`config.mk`:
```
export PLATFORM = sky130hd
export DESIGN_NAME = tsiar_regs
export DESIGN_NICKNAME = d
export VERILOG_FILES = /design/src/tsiar_pkg.sv /design/src/tsiar_regs.sv
export SDC_FILE = /design/constraint.sdc
export NUM_CORES = 1
export LEC_CHECK = 0
export BUFFER_PORTS_ARGS = -buffer_cell sky130_fd_sc_hd__buf_4
export CAP_MARGIN = 15
export CORE_MARGIN = 2
export CORE_UTILIZATION = 25
export CTS_BUF_LIST = sky130_fd_sc_hd__clkbuf_4
export CTS_CLUSTER_SIZE = 12
export DETAILED_ROUTE_END_ITERATION = 7
export GPL_TIMING_DRIVEN = 0
export PLACE_DENSITY = 0.5
export SYNTH_ARGS = -nofsm -noshare
export SYNTH_HDL_FRONTEND = slang
export SYNTH_SLANG_ARGS = --single-unit
```
`constraint.sdc`:
```
create_clock -name MCLK -period 1.5 [get_ports MCLK]
set_input_delay 0.45 -clock MCLK [delete_from_list [all_inputs] [get_ports MCLK]]
set_output_delay 0.45 -clock MCLK [all_outputs]
set_load 0.02 [all_outputs]
```
`src/tsiar_pkg.sv`:
```
package tsiar_pkg;
  // register byte offsets
  localparam logic [7:0] OFS_MODULE_STATUS = 8'h3C;
  localparam logic [7:0] OFS_STATUS_CLEAR = 8'h40;
  localparam logic [7:0] OFS_IRQ_ENABLE_SET = 8'h44;
  localparam logic [7:0] OFS_IRQ_ENABLE_CLEAR = 8'h48;
  localparam logic [7:0] OFS_IRQ_MASK = 8'h4C;
  localparam logic [7:0] OFS_ACQ_SELECT = 8'h50;
  localparam logic [7:0] OFS_ACQ_COUNT = 8'h54;
  // status bit positions
  localparam int BIT_ENABLED = 0;
  localparam int BIT_CALIBRATING = 1;
  localparam int BIT_STATUS_CHANGE = 2;
  localparam int BIT_SENSOR_ACTIVE = 3;
  localparam int BIT_BURST_REQ = 4;
  localparam int BIT_COUNT_READY = 8;
  localparam int BIT_ACQ_COMPLETE = 9;
  localparam int BIT_STATE_WR_REQ = 16;
  localparam int BIT_STATE_RD_READY = 17;
  localparam int BIT_STATE_CHANGED = 23;
  // bits that software may clear, and that may raise the interrupt
  localparam logic [31:0] IRQ_SRC_MASK = 32'h0080_0306;
  localparam logic [31:0] RESET_ZERO = 32'h0000_0000;
  localparam logic [1:0] SEL_RESET = 2'h0;
  // acquired count layout
  localparam int COUNT_LSB = 0;
  localparam int INDEX_LSB = 16;
  localparam int YIDX_LSB = 24;

  typedef enum logic [1:0] {
    TSIAR_SEL_GROUP_A = 2'h0,
    TSIAR_SEL_GROUP_B = 2'h1,
    TSIAR_SEL_MATRIX = 2'h2,
    TSIAR_SEL_UNDEF = 2'h3
  } tsiar_sel_t;

  // one acquired count result from the acquisition engine
  typedef struct packed {
    logic [7:0] y_index;
    logic [7:0] pair_or_row_index;
    logic [15:0] count;
  } tsiar_count_t;

  // events and levels reported by the acquisition engines
  typedef struct packed {
    logic module_enabled;
    logic autonomous_calibrating;
    logic autonomous_status_change;
    logic autonomous_sensor_active;
    logic burst_length_required;
    logic count_valid;
    logic acquisition_complete;
    logic state_word_write_request;
    logic state_word_read_ready;
    logic touch_state_changed;
  } tsiar_evt_t;
endpackage : tsiar_pkg

```
`src/tsiar_regs.sv`:
```
// Functional notes
// - status bit 0 shows module enabled.
// - status bit 1 shows calibration; clearable, maskable interrupt source.
// - status bit 2 set on autonomous sensor status change; interrupt source.
// - status bit 3 shows autonomous sensor active.
// - status bit 4 shows matrix acquisition waiting for burst lengths.
// - status bit 8 set when a new count value is available.
// - status bit 9 reads 0 during acquisition, 1 when complete; here it stays set until cleared by a one, a start does not clear it.
// - status bit 16 shows state engine requests a state word write.
// - status bit 17 shows new state word available to read.
// - status bit 23 set when sensor state word bits changed.
// - writing one to status clear clears bits 23, 9, 8, 2, 1.
// - zero bits written to clear, enable, disable registers change nothing.
// - writing one to enable register sets the matching mask bit.
// - writing one to disable register clears the matching mask bit.
// - mask register reads enabled sources, resets to zero.
// - any select register write starts acquisition of the selected type.
// - select register reads back the last written selector, reset zero.
// - count register holds count 15:0, pair/X 23:16, Y 31:24.
// - touch group results carry Y zero, rising pair index.
// - matrix results step Y for each X, then advance X.
//
// Local design decision: the strobed register port.
`timescale 1ns/1ps
`default_nettype none
module tsiar_regs (
  input wire logic MCLK,
  input wire logic RESET_N,
  input wire logic [7:0] ADDR,
  input wire logic [31:0] WDATA,
  input wire logic WR,
  input wire logic RD,
  output logic [31:0] RDATA,
  input wire tsiar_pkg::tsiar_evt_t EVT,
  input wire tsiar_pkg::tsiar_count_t COUNT_IN,
  output logic ACQ_START,
  output tsiar_pkg::tsiar_sel_t ACQ_SEL,
  output logic IRQ
);
  import tsiar_pkg::*;

  ////////////////////////////////////////////////////////////////////////////
  // address decode; an exact byte match, so a misaligned offset hits nothing
  function automatic logic addr_hit(input logic [7:0] a, input logic [7:0] o);
    return a == o;
  endfunction : addr_hit
  logic wr_clear, wr_ien, wr_idis, wr_sel;
  logic rd_status, rd_mask, rd_sel, rd_count;
  assign wr_clear = WR && addr_hit(ADDR, OFS_STATUS_CLEAR);
  assign wr_ien = WR && addr_hit(ADDR, OFS_IRQ_ENABLE_SET);
  assign wr_idis = WR && addr_hit(ADDR, OFS_IRQ_ENABLE_CLEAR);
  assign wr_sel = WR && addr_hit(ADDR, OFS_ACQ_SELECT);
  // read decodes feed only the checks below; the read mux keys on ADDR
  assign rd_status = RD && addr_hit(ADDR, OFS_MODULE_STATUS);
  assign rd_mask = RD && addr_hit(ADDR, OFS_IRQ_MASK);
  assign rd_sel = RD && addr_hit(ADDR, OFS_ACQ_SELECT);
  assign rd_count = RD && addr_hit(ADDR, OFS_ACQ_COUNT);

  ////////////////////////////////////////////////////////////////////////////
  // sticky status flags; a set in the clearing cycle wins
  logic [31:0] sticky_r, sticky_nxt, set_vec, clr_vec;
  always_comb begin
    set_vec = RESET_ZERO;
    set_vec[BIT_CALIBRATING] = EVT.autonomous_calibrating;
    set_vec[BIT_STATUS_CHANGE] = EVT.autonomous_status_change;
    set_vec[BIT_COUNT_READY] = EVT.count_valid;
    set_vec[BIT_ACQ_COMPLETE] = EVT.acquisition_complete;
    set_vec[BIT_STATE_CHANGED] = EVT.touch_state_changed;
  end
  assign clr_vec = wr_clear ? (WDATA & IRQ_SRC_MASK) : RESET_ZERO;
  assign sticky_nxt = ((sticky_r & ~clr_vec) | set_vec) & IRQ_SRC_MASK;
  always_ff @(posedge MCLK or negedge RESET_N) begin
    if (!RESET_N) begin
      sticky_r <= RESET_ZERO;
    end else begin
      sticky_r <= sticky_nxt;
    end
  end

  ////////////////////////////////////////////////////////////////////////////
  // interrupt mask
  logic [31:0] mask_r, mask_nxt;
  assign mask_nxt = ((mask_r | (wr_ien ? WDATA : RESET_ZERO))
                    & ~(wr_idis ? WDATA : RESET_ZERO)) & IRQ_SRC_MASK;
  always_ff @(posedge MCLK or negedge RESET_N) begin
    if (!RESET_N) begin
      mask_r <= RESET_ZERO;
    end else begin
      mask_r <= mask_nxt;
    end
  end
  assign IRQ = |(sticky_r & mask_r);

  ////////////////////////////////////////////////////////////////////////////
  // acquisition select and start pulse
  logic [1:0] sel_r;
  logic start_r;
  always_ff @(posedge MCLK or negedge RESET_N) begin
    if (!RESET_N) begin
      sel_r <= SEL_RESET;
      start_r <= 1'b0;
    end else begin
      start_r <= wr_sel;
      if (wr_sel) begin
        sel_r <= WDATA[1:0];
      end
    end
  end
  assign ACQ_START = start_r;
  assign ACQ_SEL = tsiar_sel_t'(sel_r);

  ////////////////////////////////////////////////////////////////////////////
  // count capture; engine delivers results in scan order
  // touch order
  logic [31:0] count_r;
  always_ff @(posedge MCLK or negedge RESET_N) begin
    if (!RESET_N) begin
      count_r <= RESET_ZERO;
    end else if (EVT.count_valid) begin
      count_r <= COUNT_IN;
    end
  end

  ////////////////////////////////////////////////////////////////////////////
  // status word; level bits follow the engines directly
  logic [31:0] status_w;
  always_comb begin
    status_w = sticky_r;
    status_w[BIT_ENABLED] = EVT.module_enabled;
    status_w[BIT_CALIBRATING] = sticky_r[BIT_CALIBRATING];
    status_w[BIT_SENSOR_ACTIVE] = EVT.autonomous_sensor_active;
    status_w[BIT_BURST_REQ] = EVT.burst_length_required;
    status_w[BIT_STATE_WR_REQ] = EVT.state_word_write_request;
    status_w[BIT_STATE_RD_READY] = EVT.state_word_read_ready;
  end

  ////////////////////////////////////////////////////////////////////////////
  // read mux, registered; unmapped and write-only offsets read zero
  logic [31:0] rd_mux, rdata_r;
  always_comb begin
    unique case (ADDR)
      OFS_MODULE_STATUS: rd_mux = status_w;
      OFS_IRQ_MASK: rd_mux = mask_r;
      OFS_ACQ_SELECT: rd_mux = {30'h0000_0000, sel_r};
      OFS_ACQ_COUNT: rd_mux = count_r;
      default: rd_mux = RESET_ZERO;
    endcase
  end
  always_ff @(posedge MCLK or negedge RESET_N) begin
    if (!RESET_N) begin
      rdata_r <= RESET_ZERO;
    end else begin
      rdata_r <= RD ? rd_mux : RESET_ZERO;
    end
  end
  assign RDATA = rdata_r;
endmodule : tsiar_regs
`default_nettype wire

```
==> results of run 1 <==
-- worst paths after layout --
check	start	end	cells past startpoint
max	mask_r[9]	IRQ	3
min	RESET_N	RDATA[24]	1
max reg2reg	ACQ_SEL[1]	RDATA[1]	4
min reg2reg	count_r[29]	RDATA[29]	1
max in group asynchronous	RESET_N	RDATA[9]	1
min in group MCLK	WDATA[2]	mask_r[2]	2
-- timing repair --
item,in CTS,in global routing
endpoints found under the setup margin,4,31
hold endpoints to repair,0,0
resized for setup,4,19
pin swaps,2,0
setup buffers,5,0
-- sequential cells by signal (all words and copies together), names as in the netlist --
signal and cells:
RDATA 32, count_r 32, mask_r 5, sticky_r 5, ACQ_SEL 2, ACQ_START 1
-- routing by layer --
metal / GRT usage (%) / vias up / wire (um)
met5: 0 / - / 0
met4: 6.82 / 0 / 189
met3: 4.17 / 13 / 534
met2: 17.8 / 66 / 3560
met1: 16.5 / 1152 / 3680
li1: - / 1099 / -
-- final cells by class --
cell class	count	area, um^2
fillers	1302	8190
plain buffers	15	70.1
multi-input cells	140	1190
clock inverters	3	40.0
inverters	2	7.51
clock buffers	10	75.1
flip-flops and latches	77	1930
repair buffers	97	800
well taps	172	215
-- worst register-to-register path, stage by stage, from the launching register on --
cell      delay (ns)
dfrtp_1         0.39
buf_4           0.12
mux2i_1         0.10
or3_1           0.34
a221oi_1        0.28
-- power breakdown --
part           switching [mW]  leakage, nW  internal, mW
Combinational           0.204        0.933         0.235
Sequential             0.0442        0.976          2.17
Clock                   0.697       0.0680         0.495
-- cells by family (layout without fill, tap and decap cells) --
group	after synthesis	in the layout
multiplexers	36	36
AO/OA/AOI/OAI	33	33
buffers and inverters	17	127
AND/OR/NAND/NOR	71	71
flip-flops	77	77
-- layout by cell type, fill, tap and decap left out, types with 4 or more instances in the layout --
| cell type | count |
|---|---|
| buf_4 | 78 |
| dfrtp_1 | 77 |
| mux2_2 | 34 |
| and2_1 | 23 |
| nand4_1 | 19 |
| buf_6 | 19 |
| clkbuf_4 | 10 |
| a221oi_1 | 9 |
| and3b_1 | 8 |
| buf_2 | 7 |
| a41oi_1 | 5 |
| a21oi_1 | 5 |
| o211ai_1 | 5 |
| a21o_1 | 5 |
| clkbuf_2 | 4 |
| clkbuf_1 | 4 |
==> metrics.yaml, run 1 <==
power:
  power_leakage_nw: 1.98
  ir_drop_uv: 304
  power.total_mw: 3.85
  power_density_mw_per_mm2: 889
die:
  core-area_mm2: 0.0125
  dieWidth_um: 117
  die-area_mm2: 0.0136
  start_util_pct: 25.4
  io_pins: 122
  fp-row-count: 41
  die-height_um: 117
logic_synthesis:
  ys_seq_area_share_pct: 60.6
  synth_top_family_by_area: "simple AND/OR/NAND/NOR gates"
  netlist.top_cell.by_area: "dfrtp_1"
  synth.cell_area_mm2: 0.00318
  synth_compound_area_share_pct: 8.23
  yosys.area_share.xor_xnor_pct: 0
  synth_flop_cell: "dfrtp_1"
  synthSimpleGateAreaFrac_pct: 16.1
  yosysMostFrequentCell: "dfrtp_1"
  synth.mux.area_fraction_pct: 12.7
  synthDistinctLibCells: 35
  postSynthCellCount: 234
  synth_edf_count: 0
  synth_top_area_share_pct: 60.6
  yosysWarnings: 0
  synth_adder_area_share_pct: 0
  ys_ff_latch: 77
  synth_commonest_cells: "dfrtp_1, mux2_2, and2_1, nand4_1, a221oi_1"
  synthTopCellsByArea: "dfrtp_1, mux2_2, and2_1"
  syn_area_per_cell_um2: 13.6
  async_reset_ff_share_pct: 100
  syn-num-nets: 320
sta:
  finalCriticalPeriod_ns: 1.86
  period_share_pct: 124
  hold_viol_final: 0
  slew_headroom_pct: 34.7
  fmax_mhz: 537
  finalSetupViolCount: 1
  setup_slack_ns: -0.363
  finalMaxSlewViolations: 0
  rsz0062_at_grt: "yes"
  setup-tns-final_ns: -0.363
  worst_hold_slack_ns: 0.150
  finClkSkew_ns: 0.0206
  worstMarginPinSlew_ns: 0.979
detailed_routing:
  drtAntennaViolNets: 0
  via_count: 2330
  drt_wl_total_um: 7970
  routedWlPerCell_um: 15.4
  initialDrtViolationCount: 121
  drt_pass1_iterations: 4
  via_per_inst: 4.52
  drc: 0
placed_design:
  placed_area_mm2: 0.00410
  place.gp.congestion: 0.799
  dp_slack_ns: -0.477
  dp.cells: 498
  portBuffers: 92
  dp_hpwl_um: 5680
layout:
  fin_cells: 516
  fin_nets: 428
  syn2layout_area_growth_pct: 36.1
  drive_gt1_share_pct: 47.1
  final_area_mm2: 0.00433
  diodes: 0
  postLayoutCoreUtil_pct: 34.6
clock_tree:
  cts.sinks: 77
  cts-htree-levels: 3
  cts-root-buf: "clkbuf_4"
  cts.clk_slew.worst_paths_ns: 0.12
  cts_tree: "yes"
  clock_path_buffers: 2
  clk_latency_ns: 0.45
  hold_buffers: 0
  cts_buffers: 9
critical_path:
  path_cells: "a222oi_1 -> nand2_1 -> buf_6"
  cp-end-kind: "primary output"
  cpLargestDelayFamily: "flip-flops"
  max_stage_delay_ns: 0.39
  r2r_setup_slack_ns: 0.14
  path_buf_inv: 1
  path_class: "reg -> out"
  worstSetupStartpointType: "flip-flop"
  critPathSlowestCell: "dfrtp_1"
  required_ns: 1.05
  cp_max_fo: 2
  worstPathArrival_ns: 1.41
global_routing:
  grt_pass1_vias: 2305
  grt_overflow_total: 0
  antenna_found_initial: 0
  grt_pass1_wl_um: 12300
  grt_usage_pct: 12.4
  grt_max_degree: 78
run:
  drv_cap: 0
outcome:
  violations: "setup timing"
  outcome: "complete, but fails checks"
worst_hold_path:
  hold_class: "in -> async"
No activity file was read; power rests on OpenSTA's default activity.
==> run 2: changes to the inputs <==
--- a/config.mk
+++ b/config.mk
@@ -5,6 +5,7 @@
 export SDC_FILE = /design/constraint.sdc
 export NUM_CORES = 1
 export LEC_CHECK = 0
+export ABC_AREA = 1
 export BUFFER_PORTS_ARGS = -buffer_cell sky130_fd_sc_hd__buf_4
 export CAP_MARGIN = 15
 export CORE_MARGIN = 2
@@ -13,7 +14,7 @@
 export CTS_CLUSTER_SIZE = 12
 export DETAILED_ROUTE_END_ITERATION = 7
 export GPL_TIMING_DRIVEN = 0
-export PLACE_DENSITY = 0.5
+export PLACE_DENSITY = 0.51
 export SYNTH_ARGS = -nofsm -noshare
 export SYNTH_HDL_FRONTEND = slang
 export SYNTH_SLANG_ARGS = --single-unit
==> metrics.yaml, run 2 <==
sta:
  finClkSkew_ns: 0.00522  # was 0.0206 ns
  rsz0062_at_grt: "yes"  # unchanged
  finalSetupViolCount: 1  # unchanged
  hold_viol_final: 0  # unchanged
  finalCriticalPeriod_ns: 1.85  # was 1.86 ns
  period_share_pct: 124  # about the same
  fmax_mhz: 539  # was 537 MHz
  slew_headroom_pct: 36.3  # was 34.7%
  setup_slack_ns: -0.354  # was -0.363 ns
  finalMaxSlewViolations: 0  # unchanged
  worstMarginPinSlew_ns: 0.956  # was 0.979 ns
  setup-tns-final_ns: -0.354  # was -0.363 ns
logic_synthesis:
  synth_compound_area_share_pct: 6.26  # was 8.23%
  syn-num-nets: 429  # was 320
  synthDistinctLibCells: 19  # was 35
  synth_top_area_share_pct: 62.2  # was 60.6%
  ys_seq_area_share_pct: 62.2  # was 60.6%
  synth_flop_cell: "dfrtp_1"  # unchanged
  synthSimpleGateAreaFrac_pct: 23.4  # was 16.1%
  async_reset_ff_share_pct: 100  # unchanged
  ys_ff_latch: 77  # unchanged
  syn_area_per_cell_um2: 9.03  # was 13.6 um^2
  netlist.top_cell.by_area: "dfrtp_1"  # unchanged
  synth_top_family_by_area: "simple AND/OR/NAND/NOR gates"  # unchanged
  synth.cell_area_mm2: 0.00310  # was 0.00318 mm^2
  yosysWarnings: 0  # unchanged
  postSynthCellCount: 343  # was 234
  synth_commonest_cells: "nand2_1, dfrtp_1, inv_1, nand3_1, o21ai_0"  # was dfrtp_1, mux2_2, and2_1, nand4_1, a221oi_1
  yosys.area_share.xor_xnor_pct: 0  # unchanged
  synthTopCellsByArea: "dfrtp_1, nand2_1, inv_1"  # was dfrtp_1, mux2_2, and2_1
  synth_adder_area_share_pct: 0  # unchanged
  synth.mux.area_fraction_pct: 0  # was 12.7%
  synth_edf_count: 0  # unchanged
  yosysMostFrequentCell: "nand2_1"  # was dfrtp_1
critical_path:
  path_class: "reg -> out"  # unchanged
  required_ns: 1.05  # about the same
  r2r_setup_slack_ns: 0.41  # was 0.14 ns
  timing.rr.end: "RDATA[1]"  # unchanged
  reg2regPathDepth: 6  # was 4
  path_cells: "nand2_1 -> nand2_1 -> a221oi_2 -> nand2_1 -> buf_6"  # was a222oi_1 -> nand2_1 -> buf_6
  critPathSlowestCell: "dfrtp_1"  # unchanged
  cp-end-kind: "primary output"  # unchanged
  max_stage_delay_ns: 0.41  # was 0.39 ns
  crit_top_cell: "nand2_1"
  startpoint: "sticky_r[1]"  # was mask_r[9]
  worstSetupStartpointType: "flip-flop"  # unchanged
  worstPathArrival_ns: 1.40  # was 1.41 ns
  worstReg2RegStart: "sticky_r[1]"  # was ACQ_SEL[1]
  cp_max_fo: 2  # unchanged
layout:
  drive_gt1_share_pct: 29.6  # was 47.1%
  fin_nets: 541  # was 428
  layout_commonest_cell: "buf_4"  # unchanged
  postLayoutCoreUtil_pct: 35.1  # was 34.6%
  final_cell_mix: "buf_4, nand2_1, dfrtp_1"  # was buf_4, dfrtp_1, mux2_2
  diodes: 0  # unchanged
  syn2layout_area_growth_pct: 36.6  # was 36.1%
  n_fill_cell: 1243  # was 1,302
clock_tree:
  clock_path_buffers: 2  # unchanged
  cts_buffers: 9  # unchanged
  clk_latency_ns: 0.42  # was 0.45 ns
  cts.clk_slew.worst_paths_ns: 0.12  # about the same
  cts.sinks: 77  # unchanged
  hold_buffers: 0  # unchanged
  cts_tree: "yes"  # unchanged
  cts-root-buf: "clkbuf_4"  # unchanged
  cts-htree-levels: 3  # unchanged
detailed_routing:
  drt_pass1_iterations: 4  # unchanged
  initialDrtViolationCount: 185  # was 121
  via_per_inst: 4.02  # was 4.52
  drc: 0  # unchanged
  via_count: 2522  # was 2,330
  drt_wl_total_um: 7660  # was 7970 um
  drtAntennaViolNets: 0  # unchanged
  routedWlPerCell_um: 12.2  # was 15.4 um
placed_design:
  dp_slack_ns: -0.276  # was -0.477 ns
  place.gp.congestion: 0.774  # was 0.799
  dp_hpwl_um: 5700  # was 5680 um
  portBuffers: 94  # was 92
die:
  core-area_mm2: 0.0121  # was 0.0125 mm^2
  die-height_um: 115  # was 117 um
  start_util_pct: 25.7  # was 25.4%
  io_pins: 122  # unchanged
  dieWidth_um: 115  # was 117 um
  die-area_mm2: 0.0133  # was 0.0136 mm^2
  fp-row-count: 40  # was 41
power:
  ir_drop_uv: 338  # was 304 uV
  power_density_mw_per_mm2: 936  # was 889 mW/mm^2
  power_leakage_nw: 2.26  # was 1.98 nW
  power.total_mw: 3.96  # was 3.85 mW
outcome:
  outcome: "complete, but fails checks"  # unchanged
  violations: "setup timing"  # unchanged
global_routing:
  grt_max_degree: 78  # unchanged
  grt_pass1_vias: 2482  # was 2,305
  grt_pass1_wl_um: 12200  # was 12,300 um
  antenna_found_initial: 0  # unchanged
  grt_overflow_total: 0  # unchanged
  grt_usage_pct: 11.9  # was 12.4%
worst_hold_path:
  hold_class: "in -> async"  # unchanged
run:
  drv_cap: 0  # unchanged
==> run 2: cell count changes after synthesis, sizes merged, moves of 18 or more <==
cell / change
inv: +52
nand4: -18
nand2: +94
nor2: +33
and2: -22
nand3: +27
o21ai: +28
mux2: -34
==> run 2: worst max-delay path by stage <==
stage | to | slack, ns | depth (start not counted)
floorplan | sticky_r[8] | 0.16 | 6
global placement | sticky_r[8] | -0.25 | 7
detailed placement | sticky_r[23] | -0.28 | 7
CTS | IRQ | -0.39 | 5
global route | IRQ | -0.41 | 5
finish | IRQ | -0.35 | 5
==> run 2: per-layer routing <==
| metal | global-route usage, % | share of wire, % | vias up | wire length, um |
|---|---|---|---|---|
| met5 | 0 | 0 | - | 0 |
| met4 | 5.62 | 1.7 | 0 | 133 |
| met3 | 2.53 | 5.7 | 10 | 440 |
| met2 | 19.1 | 45 | 79 | 3460 |
| met1 | 15.4 | 47 | 1160 | 3630 |
| li1 | - | - | 1273 | - |
==> run 2: cell families after synthesis <==
group	Yosys count
flip-flops	77
buffers and inverters	63
AND/OR/NAND/NOR	165
AO/OA/AOI/OAI	38
==> run 2: final cells by class <==
| type | count | area, um^2 | area share (%) |
|---|---|---|---|
| Multi-Input combinational cell | 203 | 925 | 21.9 |
| Clock buffer | 10 | 75.1 | 1.77 |
| Clock inverter | 5 | 76.3 | 1.80 |
| Sequential cell | 77 | 1930 | 45.5 |
| Buffer | 10 | 53.8 | 1.27 |
| Timing Repair Buffer | 101 | 766 | 18.1 |
| Inverter | 53 | 199 | 4.70 |
| Tap cell | 168 | 210 | 4.97 |
==> run 2: power breakdown <==
part	leakage (nW)	internal, mW	switching [mW]
combinational	1.21	0.162	0.211
sequential	0.967	2.16	0.0372
clock	0.0799	0.678	0.713
==> run 2: stage by stage <==
step	cell area, um^2	cells	hold WS, ns
3_3_place_gp	4010	605	0.459
3_5_place_dp	4010	605	0.466
5_1_grt	4230	627	0.178
4_1_cts	4220	625	0.165
6_report	4230	627	0.154
2_1_floorplan	3100	343	0.154
==> run 2: timing repair <==
item / in CTS / in global routing
pin swaps: 3 / 0
endpoints found under the setup margin: 3 / 2
resized for setup: 3 / 0
setup buffers: 5 / 2
==> run 2: worst max-delay path: cells and delay by family, from the launching register on <==
family	cells	cell delay [ns]
flip-flops	1	0.41
AND/OR/NAND/NOR	3	0.25
buffers and inverters	1	0.14
AO/OA/AOI/OAI	1	0.17
